### src/design/pcs_pkg.sv
// pcs_pkg: constants and types of the clock synthesizer control block.
// assumes one 250 MHz system clock; all pin inputs are sampled on it.
`default_nettype none
package pcs_pkg;
    localparam int unsigned PCS_AW = 24;
    localparam int unsigned PCS_DW = 16;
    // register byte offsets below the mapped nibble
    localparam logic [19:0] PCS_CTL_OFS = 20'hFFA04;
    localparam logic [19:0] PCS_ISR_OFS = 20'hFFA40;
    localparam logic [19:0] PCS_IMR_OFS = 20'hFFA42;
    localparam logic [2:0] PCS_MAP_ONES = 3'h7;
    // control register layout and reset value
    localparam logic [15:0] PCS_CTL_RST = 16'h3F00;
    localparam logic [15:0] PCS_CTL_WMASK = 16'hFF00;
    localparam int PCS_W_BIT = 15;
    localparam int PCS_X_BIT = 14;
    localparam int PCS_Y_LSB = 8;
    localparam int PCS_Y_W = 6;
    localparam int PCS_LOCK_BIT = 3;
    // feedback prescaler: vco/16, or vco/64 with the prescaler bit set
    localparam logic [5:0] PCS_PRE_LAST_W0 = 6'h0F;
    localparam logic [5:0] PCS_PRE_LAST_W1 = 6'h3F;
    // output divider: vco/4, or vco/2 with the output divider bit set
    localparam logic [1:0] PCS_ODIV_LAST_X0 = 2'h3;
    localparam logic [1:0] PCS_ODIV_LAST_X1 = 2'h1;
    // interrupt events
    localparam int PCS_EV_N = 2;
    localparam int PCS_EV_LOCK = 0;
    localparam int PCS_EV_UNLOCK = 1;
    localparam logic [1:0] PCS_EV_RST = 2'h0;
    // lock detection
    localparam int PCS_LOCK_WIN = 32;
    localparam int PCS_LOCK_GOOD = 2;
    typedef enum logic {PCS_SRC_EXT, PCS_SRC_SYNTH} pcs_src_t;
endpackage
`default_nettype wire

### src/design/pcs_pll_if.sv
// pcs_pll_if: edges, divider setup and lock between control and loop logic.
// all signals are single-cycle pulses or levels on the one system clock.
`default_nettype none
interface pcs_pll_if;
    logic vco_edge;
    logic ref_edge;
    logic fb_w;
    logic [5:0] fb_y;
    logic relock;
    logic fb_pulse;
    logic locked;
    modport div (input vco_edge, fb_w, fb_y, relock, output fb_pulse);
    modport det (input ref_edge, fb_pulse, relock, output locked);
    modport ctl (output vco_edge, ref_edge, fb_w, fb_y, relock,
                 input fb_pulse, locked);
endinterface
`default_nettype wire

### src/design/pcs_fbdiv.sv
// pcs_fbdiv: feedback divider, prescaler then down counter reloaded from fb_y, dividing by fb_y+1.
// assumes vco_edge is one pulse per sampled vco rising edge.
`default_nettype none
module pcs_fbdiv
    import pcs_pkg::*;
(
    input wire logic clk,
    input wire logic rst_n,
    pcs_pll_if.div pll
);
    logic [5:0] pre_r;
    logic [5:0] mod_r;
    logic fb_r;
    wire logic [5:0] pre_last = pll.fb_w ? PCS_PRE_LAST_W1 : PCS_PRE_LAST_W0;
    wire logic pre_wrap = pll.vco_edge && (pre_r == pre_last);
    wire logic mod_zero = (mod_r == 6'h00);

    always_ff @(posedge clk or negedge rst_n)
    begin
        if (!rst_n)
        begin
            pre_r <= 6'h00;
            mod_r <= 6'h3F;
            fb_r <= 1'b0;
        end
        else if (pll.relock)
        begin
            pre_r <= 6'h00;
            mod_r <= pll.fb_y;
            fb_r <= 1'b0;
        end
        else
        begin
            if (pll.vco_edge)
                pre_r <= pre_wrap ? 6'h00 : pre_r + 6'h01;
            if (pre_wrap)
                mod_r <= mod_zero ? pll.fb_y : mod_r - 6'h01;
            fb_r <= pre_wrap && mod_zero;
        end
    end
    assign pll.fb_pulse = fb_r;

    property p_prescale;
        @(posedge clk) disable iff (!rst_n)
        (pll.vco_edge && !pll.relock && !pll.fb_w && pre_r == 6'h0F)
            |=> (pre_r == 6'h00);
    endproperty
    a_prescale: assert property (p_prescale)
        else $error("prescaler did not wrap at its limit");

    property p_reload;
        @(posedge clk) disable iff (!rst_n)
        (pre_wrap && mod_zero && !pll.relock)
            |=> (mod_r == $past(pll.fb_y)) && fb_r;
    endproperty
    a_reload: assert property (p_reload)
        else $error("modulus counter did not reload");
endmodule
`default_nettype wire

### src/design/pcs_lockdet.sv
// pcs_lockdet: frequency lock detector over windows of reference cycles.
// locks after GOOD windows with equal counts; one bad window unlocks.
`default_nettype none
module pcs_lockdet
    import pcs_pkg::*;
#(
    parameter int WIN = PCS_LOCK_WIN,
    parameter int GOOD = PCS_LOCK_GOOD
)
(
    input wire logic clk,
    input wire logic rst_n,
    pcs_pll_if.det pll
);
    typedef enum logic {LD_ACQ, LD_LOCK} pcs_ld_t;
    pcs_ld_t st_r;
    logic [7:0] win_r;
    logic [7:0] fbc_r;
    logic [3:0] good_r;
    wire logic win_end = pll.ref_edge && (win_r == 8'(WIN - 1));
    wire logic [7:0] fb_now = fbc_r + {7'h00, pll.fb_pulse};
    wire logic match = (fb_now == 8'(WIN));

    always_ff @(posedge clk or negedge rst_n)
    begin
        if (!rst_n)
        begin
            win_r <= 8'h00;
            fbc_r <= 8'h00;
        end
        else if (pll.relock || win_end)
        begin
            win_r <= 8'h00;
            fbc_r <= 8'h00;
        end
        else
        begin
            if (pll.ref_edge)
                win_r <= win_r + 8'h01;
            if (pll.fb_pulse && fbc_r != 8'hFF)
                fbc_r <= fb_now;
        end
    end

    always_ff @(posedge clk or negedge rst_n)
    begin
        if (!rst_n)
        begin
            st_r <= LD_ACQ;
            good_r <= 4'h0;
        end
        else if (pll.relock)
        begin
            st_r <= LD_ACQ;
            good_r <= 4'h0;
        end
        else if (win_end)
        begin
            unique case (st_r)
                LD_ACQ:
                begin
                    good_r <= match ? good_r + 4'h1 : 4'h0;
                    if (match && good_r == 4'(GOOD - 1))
                        st_r <= LD_LOCK;
                end
                LD_LOCK:
                begin
                    if (!match)
                    begin
                        st_r <= LD_ACQ;
                        good_r <= 4'h0;
                    end
                end
            endcase
        end
    end
    assign pll.locked = (st_r == LD_LOCK);

    property p_lock_needs_match;
        @(posedge clk) disable iff (!rst_n)
        $rose(pll.locked) |-> $past(win_end && match);
    endproperty
    a_lock_needs_match: assert property (p_lock_needs_match)
        else $error("lock declared without matching window");
endmodule
`default_nettype wire

### src/design/pcs_top.sv
// pcs_top: clock synthesizer control register, dividers, lock and reset hold.
// assumes pins are asynchronous to clk and much slower than 125 MHz.
// How it works
// - output divider bit halves output division, no relock
// - prescaler bit selects four-times deeper feedback prescale
// - modulus field reloads down counter, divides by field+1
// - changing prescaler bit or modulus forces relock
// - output frequency follows reference times programmed ratio, or equals reference with external source
// - vco runs 2x or 4x output clock
// - lock when divided feedback matches reference, or at once with external source
// - lock status bit readable in control register
// - device reset held until synthesizer locks, or with external source only until the source is latched
// - register readable only at supervisor level
// - control register resets to 3F00
// - upper address nibble is map bit then ones
// - clock source pin sampled while reset held
// - prescaler bit15, divider bit14, modulus bits 13-8
`default_nettype none
module pcs_top
    import pcs_pkg::*;
(
    input wire logic clk,
    input wire logic rst_n,
    input wire logic [pcs_pkg::PCS_AW-1:0] addr,
    input wire logic [pcs_pkg::PCS_DW-1:0] wdata,
    input wire logic wr,
    input wire logic rd,
    output logic [pcs_pkg::PCS_DW-1:0] rdata,
    input wire logic supervisor,
    input wire logic module_map_bit,
    input wire logic reference_clock_input,
    input wire logic vco_clk_in,
    input wire logic clock_source_select_pin,
    output logic fb_compare,
    output logic sys_clk_en,
    output logic sys_rst_n,
    output logic locked,
    output logic irq
);
    import pcs_pkg::*;

    localparam int NPIN = 3;
    localparam int PIN_REF = 0;
    localparam int PIN_VCO = 1;
    localparam int PIN_SRC = 2;

    // pin levels read low until the synchronisers have filled, so the
    // source pin is trusted only after that; a high pin would otherwise
    // look like the external source for the first few cycles of reset
    localparam logic [2:0] SYNC_FILL = 3'h4;

    pcs_pll_if pll ();

    logic [2:0] fill_r;
    wire logic pins_valid = (fill_r == SYNC_FILL);

    always_ff @(posedge clk or negedge rst_n)
    begin
        if (!rst_n)
            fill_r <= 3'h0;
        else if (!pins_valid)
            fill_r <= fill_r + 3'h1;
    end

    // pin synchronisers: three flops, a change counts once 2nd and 3rd agree
    wire logic [NPIN-1:0] pin_in = {clock_source_select_pin, vco_clk_in,
                                    reference_clock_input};
    logic [NPIN-1:0] pin_lvl;
    logic [NPIN-1:0] pin_rise;
    genvar gi;
    generate
        for (gi = 0; gi < NPIN; gi++)
        begin : g_sync
            logic [2:0] sh_r;
            logic lvl_r;
            logic rise_r;
            always_ff @(posedge clk or negedge rst_n)
            begin
                if (!rst_n)
                begin
                    sh_r <= 3'h0;
                    lvl_r <= 1'b0;
                    rise_r <= 1'b0;
                end
                else
                begin
                    sh_r <= {sh_r[1:0], pin_in[gi]};
                    rise_r <= 1'b0;
                    if (sh_r[1] == sh_r[2] && sh_r[2] != lvl_r)
                    begin
                        lvl_r <= sh_r[2];
                        rise_r <= sh_r[2];
                    end
                end
            end
            assign pin_lvl[gi] = lvl_r;
            assign pin_rise[gi] = rise_r;
        end
    endgenerate

    // address decode, upper nibble follows the module map bit
    function automatic logic hit(input logic [PCS_AW-1:0] a,
                                 input logic mm,
                                 input logic [19:0] ofs);
        hit = (a[23:20] == {mm, PCS_MAP_ONES}) && (a[19:0] == ofs);
    endfunction

    wire logic sel_ctl = hit(addr, module_map_bit, PCS_CTL_OFS);
    wire logic sel_isr = hit(addr, module_map_bit, PCS_ISR_OFS);
    wire logic sel_imr = hit(addr, module_map_bit, PCS_IMR_OFS);
    // user-level writes are ignored as well as reads
    wire logic wr_ok = wr && supervisor;
    wire logic wr_ctl = wr_ok && sel_ctl;
    wire logic wr_isr = wr_ok && sel_isr;
    wire logic wr_imr = wr_ok && sel_imr;

    logic [15:0] ctl_r;
    logic [15:0] ctl_nxt;
    logic [PCS_EV_N-1:0] isr_r;
    logic [PCS_EV_N-1:0] imr_r;
    logic [15:0] rdata_r;
    logic locked_q_r;
    pcs_src_t src_r;
    logic sys_rst_n_r;
    logic relock_r;
    logic [1:0] odiv_r;
    logic x_eff_r;
    logic sys_en_r;
    logic fb_r;

    wire logic w_bit = ctl_r[PCS_W_BIT];
    wire logic x_bit = ctl_r[PCS_X_BIT];
    wire logic [5:0] y_fld = ctl_r[PCS_Y_LSB +: PCS_Y_W];

    assign ctl_nxt = (wdata & PCS_CTL_WMASK) | (ctl_r & ~PCS_CTL_WMASK);
    // only the feedback bits disturb the loop; the output divider does not
    wire logic fb_change = wr_ctl &&
        ((ctl_nxt[PCS_W_BIT] != w_bit) ||
         (ctl_nxt[PCS_Y_LSB +: PCS_Y_W] != y_fld));

    always_ff @(posedge clk or negedge rst_n)
    begin
        if (!rst_n)
            ctl_r <= PCS_CTL_RST;
        else if (wr_ctl)
            ctl_r <= ctl_nxt;
    end

    always_ff @(posedge clk or negedge rst_n)
    begin
        if (!rst_n)
            relock_r <= 1'b0;
        else
            relock_r <= fb_change;
    end

    // loop connections; relock also applies in the write cycle itself
    assign pll.vco_edge = pin_rise[PIN_VCO];
    assign pll.ref_edge = pin_rise[PIN_REF];
    assign pll.fb_w = w_bit;
    assign pll.fb_y = y_fld;
    assign pll.relock = relock_r || fb_change;

    pcs_fbdiv u_fbdiv (
        .clk(clk),
        .rst_n(rst_n),
        .pll(pll)
    );

    pcs_lockdet #(
        .WIN(PCS_LOCK_WIN),
        .GOOD(PCS_LOCK_GOOD)
    ) u_lockdet (
        .clk(clk),
        .rst_n(rst_n),
        .pll(pll)
    );

    // external source has no loop to wait for
    wire logic lock_now = (src_r == PCS_SRC_EXT) || pll.locked;

    // clock source latched only while the device is held in reset
    always_ff @(posedge clk or negedge rst_n)
    begin
        if (!rst_n)
            src_r <= PCS_SRC_SYNTH;
        else if (!sys_rst_n_r && pins_valid)
            src_r <= pin_lvl[PIN_SRC] ? PCS_SRC_SYNTH : PCS_SRC_EXT;
    end

    // device reset released only once lock is shown
    always_ff @(posedge clk or negedge rst_n)
    begin
        if (!rst_n)
            sys_rst_n_r <= 1'b0;
        else if (lock_now)
            sys_rst_n_r <= 1'b1;
    end

    // output divider outside the loop; divide ratio taken at wrap only
    wire logic [1:0] odiv_last = x_eff_r ? PCS_ODIV_LAST_X1 : PCS_ODIV_LAST_X0;
    wire logic odiv_wrap = pll.vco_edge && (odiv_r == odiv_last);
    wire logic out_edge = (src_r == PCS_SRC_EXT) ? pll.ref_edge : odiv_wrap;

    always_ff @(posedge clk or negedge rst_n)
    begin
        if (!rst_n)
        begin
            odiv_r <= 2'h0;
            x_eff_r <= 1'b0;
            sys_en_r <= 1'b0;
        end
        else
        begin
            if (pll.vco_edge)
                odiv_r <= odiv_wrap ? 2'h0 : odiv_r + 2'h1;
            if (odiv_wrap)
                x_eff_r <= x_bit;
            sys_en_r <= out_edge;
        end
    end

    // interrupts: lock gained and lock lost, write one to clear
    always_ff @(posedge clk or negedge rst_n)
    begin
        if (!rst_n)
            locked_q_r <= 1'b0;
        else
            locked_q_r <= lock_now;
    end

    wire logic [PCS_EV_N-1:0] ev = {locked_q_r && !lock_now,
                                    !locked_q_r && lock_now};
    wire logic [PCS_EV_N-1:0] isr_clr = wr_isr ? wdata[PCS_EV_N-1:0] : '0;

    always_ff @(posedge clk or negedge rst_n)
    begin
        if (!rst_n)
        begin
            isr_r <= PCS_EV_RST;
            imr_r <= PCS_EV_RST;
        end
        else
        begin
            // set beats clear when both fall in one cycle
            isr_r <= (isr_r & ~isr_clr) | ev;
            if (wr_imr)
                imr_r <= wdata[PCS_EV_N-1:0];
        end
    end

    // read data one cycle after the strobe; user level sees zero
    wire logic [15:0] ctl_view = {ctl_r[15:8], 4'h0, lock_now, 3'h0};
    wire logic [15:0] rd_mux =
        sel_ctl ? ctl_view :
        sel_isr ? {14'h0000, isr_r} :
        sel_imr ? {14'h0000, imr_r} : 16'h0000;

    always_ff @(posedge clk or negedge rst_n)
    begin
        if (!rst_n)
            rdata_r <= 16'h0000;
        else if (rd)
            rdata_r <= supervisor ? rd_mux : 16'h0000;
        else
            rdata_r <= 16'h0000;
    end

    always_ff @(posedge clk or negedge rst_n)
    begin
        if (!rst_n)
            fb_r <= 1'b0;
        else
            fb_r <= pll.fb_pulse;
    end

    assign rdata = rdata_r;
    assign fb_compare = fb_r;
    assign sys_clk_en = sys_en_r;
    assign sys_rst_n = sys_rst_n_r;
    assign locked = lock_now;
    assign irq = |(isr_r & imr_r);

    // checks
    property p_user_read;
        @(posedge clk) disable iff (!rst_n)
        (rd && !supervisor) |=> (rdata == 16'h0000);
    endproperty
    a_user_read: assert property (p_user_read)
        else $error("user-level read returned register data");

    property p_lock_bit;
        @(posedge clk) disable iff (!rst_n)
        (rd && supervisor && sel_ctl)
            |=> (rdata[PCS_LOCK_BIT] == $past(lock_now));
    endproperty
    a_lock_bit: assert property (p_lock_bit)
        else $error("lock status bit disagrees with lock");

    property p_relock;
        @(posedge clk) disable iff (!rst_n)
        (fb_change && src_r == PCS_SRC_SYNTH) |=> !locked ##1 !locked;
    endproperty
    a_relock: assert property (p_relock)
        else $error("feedback change did not force relock");

    property p_x_only;
        @(posedge clk) disable iff (!rst_n)
        (wr_ctl && !fb_change && pll.locked && !pll.ref_edge)
            |=> pll.locked;
    endproperty
    a_x_only: assert property (p_x_only)
        else $error("output divider change dropped lock");

    property p_hold_reset;
        @(posedge clk) disable iff (!rst_n)
        (!lock_now && !sys_rst_n) |=> !sys_rst_n;
    endproperty
    a_hold_reset: assert property (p_hold_reset)
        else $error("device reset released before lock");

    property p_src_fixed;
        @(posedge clk) disable iff (!rst_n)
        (sys_rst_n && $past(sys_rst_n)) |-> $stable(src_r);
    endproperty
    a_src_fixed: assert property (p_src_fixed)
        else $error("clock source changed after reset release");

    property p_out_div;
        @(posedge clk) disable iff (!rst_n)
        (odiv_wrap && src_r == PCS_SRC_SYNTH)
            |=> sys_clk_en && (odiv_r == 2'h0);
    endproperty
    a_out_div: assert property (p_out_div)
        else $error("output divider wrap did not give a clock enable");

    property p_reset_value;
        @(posedge clk) disable iff (!rst_n)
        $rose(sys_rst_n) && !$past(wr_ctl, 2) && !$past(wr_ctl)
            |-> (ctl_r[15:8] == $past(ctl_r[15:8]));
    endproperty
    a_reset_value: assert property (p_reset_value)
        else $error("control register changed without a write");

    property p_irq;
        @(posedge clk) disable iff (!rst_n)
        (ev[PCS_EV_LOCK] && imr_r[PCS_EV_LOCK] && !wr_imr) |=> irq;
    endproperty
    a_irq: assert property (p_irq)
        else $error("unmasked lock event raised no interrupt");
endmodule
`default_nettype wire

### config.mk
export PLATFORM = sky130hd
export DESIGN_NAME = pcs_top
export DESIGN_NICKNAME = d
export VERILOG_FILES = /design/src/design/pcs_pkg.sv /design/src/design/pcs_pll_if.sv /design/src/design/pcs_fbdiv.sv /design/src/design/pcs_lockdet.sv /design/src/design/pcs_top.sv
export SDC_FILE = /design/constraint.sdc
export NUM_CORES = 1
export LEC_CHECK = 0
export ABC_AREA = 1
export BUFFER_PORTS_ARGS = -buffer_cell sky130_fd_sc_hd__buf_4
export CAP_MARGIN = 20
export CORE_MARGIN = 1.5
export CORE_UTILIZATION = 50
export CTS_BUF_LIST = sky130_fd_sc_hd__clkbuf_4
export DETAILED_ROUTE_END_ITERATION = 6
export PLACE_DENSITY = 0.72
export SLEW_MARGIN = 20
export SYNTH_ARGS = -nofsm -noshare
export SYNTH_HDL_FRONTEND = slang
export SYNTH_SLANG_ARGS = --single-unit
### constraint.sdc
create_clock -name clk -period 2.6 [get_ports clk]
set_input_delay 0.52 -clock clk [delete_from_list [all_inputs] [get_ports clk]]
set_output_delay 0.52 -clock clk [all_outputs]
set_load 0.05 [all_outputs]
==> results_dict.tcl <==
set metrics [dict create \
    cts_tree "yes" \
    ioPinCount 70 \
    worstSetupStartpointType "register" \
    avgSynthCellArea_um2 8.09 \
    grt_max_degree 76 \
    hp-class "in -> reg" \
    ctsResizeCount 0 \
    clock_latency_ns 0.41 \
    setup_ws_ns 0.586 \
    period_share_pct 77.4 \
    antenna_found_initial 0 \
    routedWlPerCell_um 12.5 \
    fin_area_um2 4960 \
    routed_wl_mm 8.74 \
    maxCapViolCount 0 \
    cp_cell_sequence "inv_1 > nor2_1 > buf_4 > inv_1 > buf_4" \
    synth.area.top_cells "dfrtp_1 41%, nand2_1 14%, dfstp_2 8.0%, inv_1 5.3%, o21ai_0 3.7%" \
    ff2ff_path_depth 11 \
    worstReg2RegStart "ctl_r[9]" \
    num_rows 33 \
    grtUsageTotal_pct 22.0 \
    leakagePower_nw 2.54 \
    die_w_um 95.5 \
    root_buffer "clkbuf_4" \
    hold_violations 0 \
    core_area_um2 8260 \
    synth_area_um2 4280 \
    cts_buffers 9 \
    min_path_cells 1 \
    use_met2_pct 36.9 \
    maxSlewViolCount 0 \
    cts_setup_buffers 0 \
    first_global_vias 3547 \
    setup_violations 0 \
    dr.pass1.iters 4 \
    gp_congestion 0.900 \
    start_util_pct 51.8 \
    arrival_ns 1.49 \
    fin_tns_setup_ns 0 \
    use_met1_pct 27.7 \
    fin_worst_skew_ns 0.00780 \
    hpwl_mm 6.58 \
    cp.required_ns 2.08 \
    min_from "vco_clk_in" \
    ys_types 35 \
    cts.sinks 83 \
    placed_cells 687 \
    cpMaxStageDelayCell "dfstp_2" \
    clk_pin_slew_worst_paths_ns 0.12 \
    hold_slack_ns 0.206 \
    synth_top_area_share_pct 40.9 \
    async_flop_share_pct 100 \
    syn2layout_area_growth_pct 15.8 \
    layout_min_cycle_time_ns 2.01 \
    outcome "finished, final reports clean" \
    rrSetupSlack_ns 0.63 \
    regArea_um2 2090 \
    crit_fanout 5 \
    met3_usage_pct 3.83 \
    die-area_um2 9130 \
    yosys_most_used_dff "dfrtp_1" \
    fmax_mhz 497 \
    grt_pass1_wl_mm 15.5 \
    ys_seq_elements 83 \
    synth_edf_count 0 \
    slew_headroom_pct 40.2 \
    tightest_slew_ns 0.898 \
    drt-initial-drc-count 107 \
    dpl_cell_area_um2 4800 \
    drc_errors 0 \
    holdBufCountCts 0 \
    final_layout_size_suffix_gt1_share_pct 19.3 \
    via_count 3583 \
    seq_area_frac_synth_pct 48.9 \
    vdd_drop_max_uv 287 \
    multi_input_area_um2 1860 \
    rsz0062_at_grt "no" \
    synth_warnings 0 \
    final_cells 702 \
    criticalPathCategory "reg -> out" \
    timing.rr.end "u_lockdet.win_r[0]" \
    clock_path_buffers 2 \
    fill_cells 756 \
    netlist_instances 529 \
    port_buffers 58 \
    holdPathEnd "g_sync[1].sh_r[0]" \
    final_nets 652 \
    crit_path_end_kind "output pin" \
    cts_max_level 3 \
    die_h_um 95.5 \
    yosysTopAreaCell "dfrtp_1" \
    via_per_inst 5.10 \
    powerDensity_nw_per_um2 531 \
    overflow 0 \
    antenna_cells 0 \
    ant_nets 0 \
    top_usage_layer "met2" \
    cpPeakStageDelay_ns 0.53 \
    place_ws_ns 0.483 \
]
[how the worst max path moves through the flow]
stage | start | end | depth (start not counted)
floorplan | u_fbdiv.pll.fb_pulse | u_lockdet.good_r[0] | 8
global placement | addr[1] | u_lockdet.win_r[0] | 12
detailed placement | addr[1] | u_lockdet.win_r[0] | 12
CTS | src_r | locked | 5
global route | ctl_r[9] | u_lockdet.win_r[0] | 11
finish | src_r | locked | 5
[layer usage]
metal  routed length [µm]  up-vias
met5                    0        -
met4                  181        0
met3                  236       18
met2                 4350       59
met1                 3980     1712
li1                     -     1794
[cells in the final DEF (no fill, tap or decap), types with 2 or more instances in the layout]
cell	instances
a21oi_1	17
a22o_1	2
buf_4	63
bufinv_16	2
clkbuf_4	12
conb_1	5
dfrtp_1	70
dfstp_2	13
ha_1	10
inv_1	60
inv_2	6
nand2_1	155
nand2_2	2
nand3_1	31
nand3_2	3
nand3b_1	2
nand4_1	14
nor2_1	42
nor2_2	4
nor2_4	3
nor3_1	15
o21ai_0	32
or2_2	3
xnor2_1	4
xor2_1	17
[power by group]
part           total [mW]  switching, mW  internal, mW
clock               0.831          0.414         0.417
combinational       0.332          0.188         0.144
sequential           1.47         0.0781          1.39
total                2.63          0.680          1.95
[per-stage QoR]
stage                     util, %  power (mW)
after global routing         60.1        2.79
after CTS                    60.1        2.66
after floorplan                 -        1.70
after detailed placement     58.2        1.83
after global placement       58.2        1.81
final                        60.1        2.63
[flip-flops by register name (all words and copies together) (netlist names)]
| register | count |
|---|---|
| u_lockdet.fbc_r | 8 |
| u_lockdet.good_r | 4 |
| fb_compare | 1 |
| isr_r | 2 |
| g_sync.lvl_r | 3 |
| odiv_r | 2 |
| locked_q_r | 1 |
| sys_clk_en | 1 |
| src_r | 1 |
| fill_r | 3 |
| x_eff_r | 1 |
| u_fbdiv.pre_r | 6 |
| u_lockdet.pll.locked | 1 |
| ctl_r | 8 |
| sys_rst_n | 1 |
| rdata | 11 |
| u_fbdiv.pll.fb_pulse | 1 |
| g_sync.rise_r | 2 |
| u_fbdiv.mod_r | 6 |
| u_lockdet.win_r | 8 |
| imr_r | 2 |
| g_sync.sh_r | 9 |
| relock_r | 1 |
[synthesized netlist by cell type, types with 2 or more instances]
cell	count
dfstp_2	13
ha_1	10
or2_2	3
nand3_2	3
buf_6	2
dfrtp_1	70
inv_1	60
o21ai_0	32
nand2_1	155
nand3b_1	2
buf_2	5
a22o_1	2
nand3_1	31
nand2_2	2
inv_2	6
nor3_1	15
xor2_1	17
nor2_4	3
nor2_2	4
buf_4	6
nand4_1	14
nor2_1	42
xnor2_1	4
a21oi_1	17
[layout make-up]
class	instances	share of cell area, %
multi-input combinational	370	37.5
timing repair buffer	63	9.54
inverter	66	4.99
tap	105	2.65
sequential	83	42.2
clock inverter	3	1.31
clock buffer	12	1.82
[worst max-delay path: cells and delay by family (launching register included)]
family	cells	cell delay, ns
and+or+nand+nor	1	0.10
DFF	1	0.53
buffers and inverters	4	0.45
[kinds of logic after synthesis]
family | synth area share (%)
AOI/OAI and AO/OA | 6.63
other | 0.0876
adders and majority gates | 3.16
DFF | 48.9
buffers and inverters | 8.04
muxes | 0.234
and+or+nand+nor | 28.7
xor gates and xnor gates | 4.30
Note: power is estimated with default switching activity, not from simulation.
